===== src/dpt_pkg.sv =====
// Constants and types shared by the digital channel block
package dpt_pkg;

    localparam int          CHAN_COUNT      = 8;
    localparam int          STRENGTH_FIRST  = 1;
    localparam int          STRENGTH_LAST   = 5;
    localparam int          STRENGTH_COUNT  = 5;
    localparam int          TRIG_PIN_INDEX  = 7;
    localparam int          TRIG_REPEAT     = 3;

    // Register byte offsets
    localparam logic [7:0]  OFS_CHAN_DIR    = 8'h00;
    localparam logic [7:0]  OFS_CHAN_LEVEL  = 8'h04;
    localparam logic [7:0]  OFS_GLOBAL      = 8'h08;
    localparam logic [7:0]  OFS_CMD_CFG     = 8'h0C;
    localparam logic [7:0]  OFS_TRIG_GAP    = 8'h10;
    localparam logic [7:0]  OFS_NET_PORT    = 8'h14;
    localparam logic [7:0]  OFS_STATUS      = 8'h18;
    localparam logic [7:0]  OFS_CMD_CTRL    = 8'h1C;

    // Field positions
    localparam int          GLB_DIR_BIT     = 0;
    localparam int          GLB_LEVEL_BIT   = 1;
    localparam int          CFG_MODE_LSB    = 0;
    localparam int          CFG_MODE_MSB    = 1;
    localparam int          CFG_LED_BIT     = 8;
    localparam int          CFG_CHAR_LSB    = 16;
    localparam int          CFG_CHAR_MSB    = 23;
    localparam int          STAT_CMD_BIT    = 8;
    localparam int          CTRL_EXIT_BIT   = 0;
    localparam int          NET_PORT_MSB    = 13;

    // Command-mode entry methods
    typedef enum logic [1:0] {
        ENTRY_DISABLED = 2'b00,
        ENTRY_PIN      = 2'b01,
        ENTRY_CHARS    = 2'b10,
        ENTRY_BREAK    = 2'b11
    } dpt_entry_e;

    // Reset values and port number limit
    localparam logic [7:0]  RST_CHAN_DIR    = 8'h00;
    localparam logic [7:0]  RST_CHAN_LEVEL  = 8'h00;
    localparam logic [1:0]  RST_GLOBAL      = 2'h0;
    localparam logic        RST_LED_ENABLE  = 1'b1;
    localparam logic [7:0]  RST_TRIG_CHAR   = 8'h2B;
    localparam logic [13:0] RST_NET_PORT    = 14'h1389;
    localparam logic [13:0] NET_PORT_MAX    = 14'h270F;

    // Timing
    localparam int          CLK_MHZ         = 200;
    localparam int          TRIG_GAP_US     = 1000;
    localparam int          TRIG_GAP_CYCLES = TRIG_GAP_US * CLK_MHZ;

endpackage


===== src/dpt_trigger_detect.sv =====
// Detects three trigger characters arriving within the gap limit
`timescale 1ns/1ps
module dpt_trigger_detect
    import dpt_pkg::*;
(
    input  wire logic        clk,
    input  wire logic        sys_rst,
    input  wire logic        enable,
    input  wire logic        rxValid,
    input  wire logic [7:0]  rxData,
    input  wire logic [7:0]  trigChar,
    input  wire logic [31:0] gapLimit,
    output logic             hit
);

    logic [1:0]  count;
    logic [31:0] gap;
    logic        gapExpired;

    assign gapExpired = (gap >= gapLimit);

    // Gap timer restarts on each received character
    always_ff @(posedge clk) begin
        if (sys_rst || rxValid || count == 2'd0) begin
            gap <= 32'h0000_0000;
        end else if (!gapExpired) begin
            gap <= gap + 32'h0000_0001;
        end
    end

    // Consecutive trigger character counter
    always_ff @(posedge clk) begin
        if (sys_rst || !enable) begin
            count <= 2'd0;
            hit   <= 1'b0;
        end else begin
            hit <= 1'b0;
            if (rxValid) begin
                if (rxData != trigChar) begin
                    count <= 2'd0;
                end else if (count == 2'(TRIG_REPEAT - 1)) begin
                    count <= 2'd0;
                    hit   <= 1'b1;
                end else begin
                    count <= count + 2'd1;
                end
            end else if (gapExpired && count != 2'd0) begin
                count <= 2'd0;
            end
        end
    end

endmodule


===== src/dpt_port_top.sv =====
// Eight-channel digital I/O port with command-mode entry selector
//
// Functional notes
// - Command mode may be entered by none, the channel 7 pin, three trigger characters or a break, characters being the reset choice.
// - With entry disabled the block never goes into command mode.
// - With pin entry the command mode follows the synchronised level on channel 7.
// - With character entry three trigger characters in quick succession enter command mode.
// - There are 8 channels, each with direction and level, both reset to input and low.
// - An input channel is not driven, its stored level is ignored and the pin level is reported.
// - An output channel drives its stored level onto the pin.
// - A write to the global setting loads every channel's direction and level at once.
// - With the strength LED function on, channels 1 to 5 show signal strength and ignore their own settings.
// - The command service port number is held in 0 to 9999, reset 5001.
`timescale 1ns/1ps
module dpt_port_top
    import dpt_pkg::*;
#(
    parameter logic [31:0] TRIG_GAP_LIMIT = 32'(TRIG_GAP_CYCLES)
)
(
    input  wire logic                      clk,
    input  wire logic                      sys_rst,
    input  wire logic                      psel,
    input  wire logic                      penable,
    input  wire logic                      pwrite,
    input  wire logic [7:0]                paddr,
    input  wire logic [31:0]               pwdata,
    output logic                           pready,
    output logic [31:0]                    prdata,
    output logic                           pslverr,
    input  wire logic [CHAN_COUNT-1:0]     chanIn,
    output logic [CHAN_COUNT-1:0]          chanOut,
    output logic [CHAN_COUNT-1:0]          chanOe,
    input  wire logic [STRENGTH_COUNT-1:0] strengthLevel,
    input  wire logic                      rxValid,
    input  wire logic [7:0]                rxData,
    input  wire logic                      rxBreak,
    output logic                           cmdMode,
    output logic [13:0]                    netPort
);

    typedef enum logic [0:0] {
        MODE_DATA    = 1'b0,
        MODE_COMMAND = 1'b1
    } dpt_cmd_state_e;

    // Register map decode
    function automatic logic isMapped(input logic [7:0] addr);
        case (addr)
            OFS_CHAN_DIR,
            OFS_CHAN_LEVEL,
            OFS_GLOBAL,
            OFS_CMD_CFG,
            OFS_TRIG_GAP,
            OFS_NET_PORT,
            OFS_STATUS,
            OFS_CMD_CTRL: isMapped = 1'b1;
            default:      isMapped = 1'b0;
        endcase
    endfunction

    logic [CHAN_COUNT-1:0] chanDir;
    logic [CHAN_COUNT-1:0] chanLevel;
    logic [1:0]            globalSetting;
    dpt_entry_e            entryMode;
    logic                  strengthLedEnable;
    logic [7:0]            trigChar;
    logic [31:0]           trigGap;
    logic [CHAN_COUNT-1:0] syncMeta;
    logic [CHAN_COUNT-1:0] syncIn;
    logic [CHAN_COUNT-1:0] effDir;
    logic [CHAN_COUNT-1:0] effLevel;
    logic [CHAN_COUNT-1:0] reportLevel;
    dpt_cmd_state_e        cmdState;
    dpt_cmd_state_e        next_cmdState;
    logic                  trigHit;
    logic                  exitReq;
    logic                  accessDone;
    logic                  wrStrobe;
    logic                  rdStrobe;
    logic [31:0]           next_prdata;
    logic                  wrDir;
    logic                  wrLevel;
    logic                  wrGlobal;
    logic                  wrCfg;
    logic                  wrGap;
    logic                  wrPort;
    logic                  wrCtrl;

    // APB access phase: answer comes one cycle after penable rises
    assign accessDone = psel && penable && !pready;
    assign wrStrobe   = accessDone && pwrite;
    assign rdStrobe   = accessDone && !pwrite;

    // One write strobe per register except the status register
    assign wrDir    = wrStrobe && (paddr == OFS_CHAN_DIR);
    assign wrLevel  = wrStrobe && (paddr == OFS_CHAN_LEVEL);
    assign wrGlobal = wrStrobe && (paddr == OFS_GLOBAL);
    assign wrCfg    = wrStrobe && (paddr == OFS_CMD_CFG);
    assign wrGap    = wrStrobe && (paddr == OFS_TRIG_GAP);
    assign wrPort   = wrStrobe && (paddr == OFS_NET_PORT);
    assign wrCtrl   = wrStrobe && (paddr == OFS_CMD_CTRL);

    // Two-stage pin synchroniser
    always_ff @(posedge clk) begin
        if (sys_rst) begin
            syncMeta <= '0;
            syncIn   <= '0;
        end else begin
            syncMeta <= chanIn;
            syncIn   <= syncMeta;
        end
    end

    // Per-channel direction register with global override
    always_ff @(posedge clk) begin
        if (sys_rst) begin
            chanDir <= RST_CHAN_DIR;
        end else if (wrGlobal) begin
            chanDir <= {CHAN_COUNT{pwdata[GLB_DIR_BIT]}};
        end else if (wrDir) begin
            chanDir <= pwdata[CHAN_COUNT-1:0];
        end
    end

    // Per-channel level register with global override
    always_ff @(posedge clk) begin
        if (sys_rst) begin
            chanLevel <= RST_CHAN_LEVEL;
        end else if (wrGlobal) begin
            chanLevel <= {CHAN_COUNT{pwdata[GLB_LEVEL_BIT]}};
        end else if (wrLevel) begin
            chanLevel <= pwdata[CHAN_COUNT-1:0];
        end
    end

    // Last global setting written, kept for readback
    always_ff @(posedge clk) begin
        if (sys_rst) begin
            globalSetting <= RST_GLOBAL;
        end else if (wrGlobal) begin
            globalSetting <= {pwdata[GLB_LEVEL_BIT], pwdata[GLB_DIR_BIT]};
        end
    end

    // Command-mode entry method
    always_ff @(posedge clk) begin
        if (sys_rst) begin
            entryMode <= ENTRY_CHARS;
        end else if (wrCfg) begin
            entryMode <= dpt_entry_e'(
                pwdata[CFG_MODE_MSB:CFG_MODE_LSB]);
        end
    end

    // Strength LED takeover enable
    always_ff @(posedge clk) begin
        if (sys_rst) begin
            strengthLedEnable <= RST_LED_ENABLE;
        end else if (wrCfg) begin
            strengthLedEnable <= pwdata[CFG_LED_BIT];
        end
    end

    // Software trigger character
    always_ff @(posedge clk) begin
        if (sys_rst) begin
            trigChar <= RST_TRIG_CHAR;
        end else if (wrCfg) begin
            trigChar <= pwdata[CFG_CHAR_MSB:CFG_CHAR_LSB];
        end
    end

    // Inter-character gap limit in clock cycles
    always_ff @(posedge clk) begin
        if (sys_rst) begin
            trigGap <= TRIG_GAP_LIMIT;
        end else if (wrGap) begin
            trigGap <= pwdata;
        end
    end

    // Service port number; out-of-range writes are dropped
    always_ff @(posedge clk) begin
        if (sys_rst) begin
            netPort <= RST_NET_PORT;
        end else if (wrPort && pwdata[31:NET_PORT_MSB+1] == '0
                     && pwdata[NET_PORT_MSB:0] <= NET_PORT_MAX) begin
            netPort <= pwdata[NET_PORT_MSB:0];
        end
    end

    // Software request to leave command mode
    assign exitReq = wrCtrl && pwdata[CTRL_EXIT_BIT];

    // Effective direction and level after strength LED takeover
    always_comb begin
        effDir   = chanDir;
        effLevel = chanLevel;
        for (int i = STRENGTH_FIRST; i <= STRENGTH_LAST; i++) begin
            if (strengthLedEnable) begin
                effDir[i]   = 1'b1;
                effLevel[i] = strengthLevel[i - STRENGTH_FIRST];
            end
        end
    end

    // Output enable: high while the block drives the pin
    always_ff @(posedge clk) begin
        if (sys_rst) begin
            chanOe <= '0;
        end else begin
            chanOe <= effDir;
        end
    end

    // Pin level: inputs held low, outputs carry their level
    always_ff @(posedge clk) begin
        if (sys_rst) begin
            chanOut <= '0;
        end else begin
            chanOut <= effLevel & effDir;
        end
    end

    // Reported level: pin for inputs, driven level for outputs
    always_comb begin
        for (int i = 0; i < CHAN_COUNT; i++) begin
            reportLevel[i] = effDir[i] ? effLevel[i] : syncIn[i];
        end
    end

    dpt_trigger_detect u_trigger (
        .clk      (clk),
        .sys_rst  (sys_rst),
        .enable   (entryMode == ENTRY_CHARS),
        .rxValid  (rxValid),
        .rxData   (rxData),
        .trigChar (trigChar),
        .gapLimit (trigGap),
        .hit      (trigHit)
    );

    // Command-mode state selection
    always_comb begin
        next_cmdState = cmdState;
        case (entryMode)
            ENTRY_DISABLED: begin
                next_cmdState = MODE_DATA;
            end
            ENTRY_PIN: begin
                next_cmdState = syncIn[TRIG_PIN_INDEX] ? MODE_COMMAND
                                                       : MODE_DATA;
            end
            ENTRY_CHARS: begin
                if (trigHit) begin
                    next_cmdState = MODE_COMMAND;
                end else if (exitReq) begin
                    next_cmdState = MODE_DATA;
                end
            end
            ENTRY_BREAK: begin
                if (rxBreak) begin
                    next_cmdState = MODE_COMMAND;
                end else if (exitReq) begin
                    next_cmdState = MODE_DATA;
                end
            end
            default: begin
                next_cmdState = MODE_DATA;
            end
        endcase
    end

    always_ff @(posedge clk) begin
        if (sys_rst) begin
            cmdState <= MODE_DATA;
            cmdMode  <= 1'b0;
        end else begin
            cmdState <= next_cmdState;
            cmdMode  <= (next_cmdState == MODE_COMMAND);
        end
    end

    // Read data multiplexer
    always_comb begin
        next_prdata = 32'h0000_0000;
        case (paddr)
            OFS_CHAN_DIR: begin
                next_prdata[CHAN_COUNT-1:0] = chanDir;
            end
            OFS_CHAN_LEVEL: begin
                next_prdata[CHAN_COUNT-1:0] = chanLevel;
            end
            OFS_GLOBAL: begin
                next_prdata[GLB_DIR_BIT]   = globalSetting[0];
                next_prdata[GLB_LEVEL_BIT] = globalSetting[1];
            end
            OFS_CMD_CFG: begin
                next_prdata[CFG_MODE_MSB:CFG_MODE_LSB] = entryMode;
                next_prdata[CFG_LED_BIT]               = strengthLedEnable;
                next_prdata[CFG_CHAR_MSB:CFG_CHAR_LSB] = trigChar;
            end
            OFS_TRIG_GAP: begin
                next_prdata = trigGap;
            end
            OFS_NET_PORT: begin
                next_prdata[NET_PORT_MSB:0] = netPort;
            end
            OFS_STATUS: begin
                next_prdata[CHAN_COUNT-1:0] = reportLevel;
                next_prdata[STAT_CMD_BIT]   = (cmdState == MODE_COMMAND);
            end
            default: begin
                next_prdata = 32'h0000_0000;
            end
        endcase
    end

    // APB answer: ready and error pulse for one cycle
    always_ff @(posedge clk) begin
        if (sys_rst) begin
            pready  <= 1'b0;
            pslverr <= 1'b0;
        end else begin
            pready  <= accessDone;
            pslverr <= accessDone && !isMapped(paddr);
        end
    end

    // Read data, zero after writes and unmapped reads
    always_ff @(posedge clk) begin
        if (sys_rst) begin
            prdata <= 32'h0000_0000;
        end else if (rdStrobe) begin
            prdata <= next_prdata;
        end else if (accessDone) begin
            prdata <= 32'h0000_0000;
        end
    end

endmodule


===== config.mk =====
export PLATFORM = sky130hd
export DESIGN_NAME = dpt_port_top
export DESIGN_NICKNAME = d
export VERILOG_FILES = /design/src/dpt_pkg.sv /design/src/dpt_trigger_detect.sv /design/src/dpt_port_top.sv
export SDC_FILE = /design/constraint.sdc
export NUM_CORES = 1
export LEC_CHECK = 0
export BUFFER_PORTS_ARGS = -buffer_cell sky130_fd_sc_hd__buf_2
export CORE_MARGIN = 2
export CORE_UTILIZATION = 45
export DETAILED_ROUTE_END_ITERATION = 12
export PLACE_DENSITY = 0.64
export SYNTH_ARGS = -nofsm -noshare
export SYNTH_HDL_FRONTEND = slang
export SYNTH_SLANG_ARGS = --single-unit

===== constraint.sdc =====
create_clock -name clk -period 6.2 [get_ports clk]
set_input_delay 0.31 -clock clk [delete_from_list [all_inputs] [get_ports clk]]
set_output_delay 0.31 -clock clk [all_outputs]
set_load 0.01 [all_outputs]

==> run summary <==
=================================================================================
Total congestion overflow                                                       0
Vias                                                                         7446
Standard-cell rows                                                             49
Die area                                                             0.01949 mm^2
Slowest cell on the critical path                                    sky130_fd_sc_hd__or4_1
Data arrival time at the worst-slack endpoint                             3.29 ns
Antenna fix cells                                                               0
Crit path buffers/inverters                                                     2
Fraction of the mapped netlist area in adder cells                         4.989%
Count of different cell masters after synthesis                                64
Area share of xor/xnor cells in the synthesized design                    0.9525%
Kind of critical path                                                     reg2reg
Crit path time final                                                     2.926 ns
Relative area change from synthesis to final layout                        16.25%
Final count of negative-setup-slack endpoints                                   0
Share of synthesized area occupied by flip-flops and latches               42.82%
Count of max-cap constraint violations                                          0
EDFF count, synth                                                               0
Path class of the lowest-slack min-delay path                              in2reg
Dominant cell type by area after synthesis                           sky130_fd_sc_hd__dfxtp_1
Delay of the slowest cell on the worst path                               0.54 ns
Number of cells upsized or downsized after cts                                  0
CTS clock-pin slew for the worst setup and hold paths                     0.07 ns
Relative slew slack                                                        17.23%
Filler cells                                                                 1669
Slew @ Worst Pin                                                         1.232 ns
Top-area cell type share of the netlist area                               42.82%
Cell family with most CP delay                                       compound AO/OA/AOI/OAI gates
Crit share post-route                                                      47.19%
Startpoint kind of the worst setup timing path                           register
Outcome                                                              complete, no violations
Fraction of synthesized area in multiplexers                               3.417%
Final estimated routing congestion in global placement                     0.8339
Switching component of the power                                        0.5949 mW
Post-synthesis compound-gate area fraction                                 19.75%
Primary flip-flop cell chosen by synthesis mapping                   sky130_fd_sc_hd__dfxtp_1
Final-layout setup total negative slack                                      0 ns
Combinational share of power                                                 4.3%
Wire length reported by the detailed router                              22850 um
List of most frequent post-synthesis cells                           sky130_fd_sc_hd__dfxtp_1, sky130_fd_sc_hd__nand2_1, sky130_fd_sc_hd__a21oi_1
Number of optimization iterations in the first detailed-route pass              6
DRC Markers                                                                     0
Fraction of layout instances using a drive strength above 1                18.43%
Initial Utilization                                                        45.91%
Clock Tree Root                                                      sky130_fd_sc_hd__clkbuf_16
Worst-path fanout max                                                          48
Endpoints failing hold                                                          0
H-tree depth reported by CTS                                                    4
Net count reported at finish                                                 1146
Buffers added on ports                                                        132
Ratio of total power to cell area                                    245.1 mW/mm^2
Count of hold-fix buffers inserted at cts                                       0
Number of I/O pins                                                            133
PnR Total Power                                                          2.358 mW
Dominant combinational cell family by area after synthesis           simple AND/OR/NAND/NOR gates
Number of synthesized register bits                                           177
FFs w/ async S/R, synth                                                        0%
Synth Net Count                                                              1052
Post-route standard cell area excluding fillers                      0.009620 mm^2
Detailed Route Iter0 Violations                                               638
Total clock sinks                                                             177
Average detailed-routed wire length per instance                         17.76 um
Floorplan core area                                                  0.01802 mm^2
Largest net degree at the start of global routing                              84
Clock latency of the later-clocked register in the worst-skew pair        0.44 ns
Vias in the first global route                                               6668
Post-DP Area                                                         0.009009 mm^2
Proportion of total power due to net switching                             25.23%
Worst clock skew                                                      0.009945 ns
Overall global routing resource usage                                      23.42%
Top cells by area, synth                                             sky130_fd_sc_hd__dfxtp_1, sky130_fd_sc_hd__a21oi_1, sky130_fd_sc_hd__nand2_1, sky130_fd_sc_hd__ha_1, sky130_fd_sc_hd__nor2_1
First-pass GRT wire length                                               36670 um
Nature of the critical path endpoint                                     register
Internal power                                                           1.763 mW
Setup bufs post-CTS                                                             0
Number of buffers added by the clock tree synthesis step                       17
Worst-path cell chain                                                inv_1 > ha_1 > a21o_1 > a221o_1 > a2bb2oi_1 > nand2_1 > buf_4 > or4_1 > a21oi_1
Die Span X                                                               139.6 um
Max frequency                                                           341.8 MHz
Final HPWL DP                                                            15980 um
Leakage dissipation                                                      3.598 nW
Final max-slew violation count                                                  0
Hold Slack                                                             0.08459 ns
TritonCTS clock tree                                                        built
Simple logic cell fraction of the synthesized area                         22.63%
Maximum resistive drop on vdd                                         0.0002000 V
Number of instances in the synthesized netlist                                951
Clock network power share                                                   47.1%
RSZ-0062 raised after global routing                                        false
Chip height                                                              139.6 um
Number of non-filler instances in the completed layout                       1287
Leading cell type by number of instances after synthesis             sky130_fd_sc_hd__dfxtp_1
Syn Area/Cell                                                          8.702 um^2
Number of buffers between clock root and the deepest sink                       2
Total number of yosys warnings                                                  0
Reg power frac                                                              48.7%
Placed insts                                                                 1255
CP Data Required Time                                                     6.57 ns
Detail-routed via count per cell                                            5.786
ANT nets after route                                                            0
Syn Std Cell Area                                                    0.008275 mm^2
Initial antenna violation count                                                 0
=================================================================================
[cell usage in the layout, fill, tap and decap left out, drive strengths merged, types with 4 or more instances in the layout]
cell	synthesis	layout
dfxtp	177	177
buf	24	141
nand2	115	115
a21oi	91	91
nor2	89	89
inv	37	46
ha	33	33
or4	33	33
o31ai	29	29
o21ai	29	29
nor2b	27	27
nand3	26	26
mux2i	17	17
clkbuf	42	17
nand4	15	15
a311oi	14	14
nand2b	13	13
a22oi	13	13
a222oi	13	13
a211o	12	12
and3	11	11
xor2	9	9
nor3	9	9
nand3b	8	8
and2	8	8
nor4	7	7
a22o	6	6
mux4	5	5
o21a	4	4
clkinv	0	4
[power by group through the flow]
stage | logic, mW | clock network (mW) | registers (mW)
floorplan | 0.0476 | 0 | 1.18
global placement | 0.0994 | 0 | 1.17
detailed placement | 0.0995 | 0 | 1.17
CTS | 0.100 | 1.13 | 1.15
global route | 0.110 | 1.18 | 1.15
finish | 0.101 | 1.11 | 1.15
[final cells by class]
cell class	count	area, um^2	area share [%]
Multi-Input combinational cell	671	4309	44.79
Sequential cell	177	3543	36.83
Timing Repair Buffer	141	730.7	7.595
Clock buffer	17	425.4	4.422
Tap cell	229	286.5	2.978
Clock inverter	15	186.4	1.938
Inverter	37	138.9	1.444
[cells by family (layout without fill, tap and decap cells)]
| group | after synthesis | count (layout) |
|---|---|---|
| fa+ha+maj | 33 | 33 |
| mux | 22 | 22 |
| simple gates | 370 | 370 |
| xor+xnor | 9 | 9 |
| flops | 177 | 177 |
| buf+inv | 103 | 210 |
| compound gates | 237 | 237 |
[layer usage]
layer / vias up / global-route usage, % / part of all wire, %
li1: 3644 / - / -
met1: 3537 / 34.43 / 48
met2: 243 / 35.89 / 45
met3: 22 / 3.889 / 5.7
met4: 0 / 5.895 / 1.2
met5: - / 0 / 0
[worst paths after layout]
| kind | startpoint | endpoint | slack, ns | depth (start not counted) |
|---|---|---|---|---|
| setup / recovery | trigGap[25] | u_trigger.gap[14] | 3.27 | 9 |
| hold reg to reg | syncMeta[4] | syncIn[4] | 0.43 | 1 |
| hold / removal | chanIn[6] | syncMeta[6] | 0.08 | 2 |
| setup reg to reg | trigGap[25] | u_trigger.gap[14] | 3.27 | 9 |
[sequential cells by signal, summed over array words and instances (netlist names)]
| signal | flops |
|---|---|
| chanDir | 8 |
| chanLevel | 8 |
| chanOe | 8 |
| chanOut | 8 |
| cmdState | 1 |
| entryMode | 2 |
| globalSetting | 2 |
| netPort | 14 |
| prdata | 32 |
| pready | 1 |
| pslverr | 1 |
| strengthLedEnable | 1 |
| syncIn | 8 |
| syncMeta | 8 |
| trigChar | 8 |
| trigGap | 32 |
| u_trigger.count | 2 |
| u_trigger.gap | 32 |
| u_trigger.hit | 1 |
[metrics by stage]
stage / util (%) / worst slack [ns]
after floorplan: - / 3.792
after global placement: 49.98 / 3.345
after detailed placement: 49.98 / 3.309
after CTS: 53.37 / 3.280
after global routing: 53.37 / 3.016
final: 53.37 / 3.274
(Power assumes the default switching activity.)
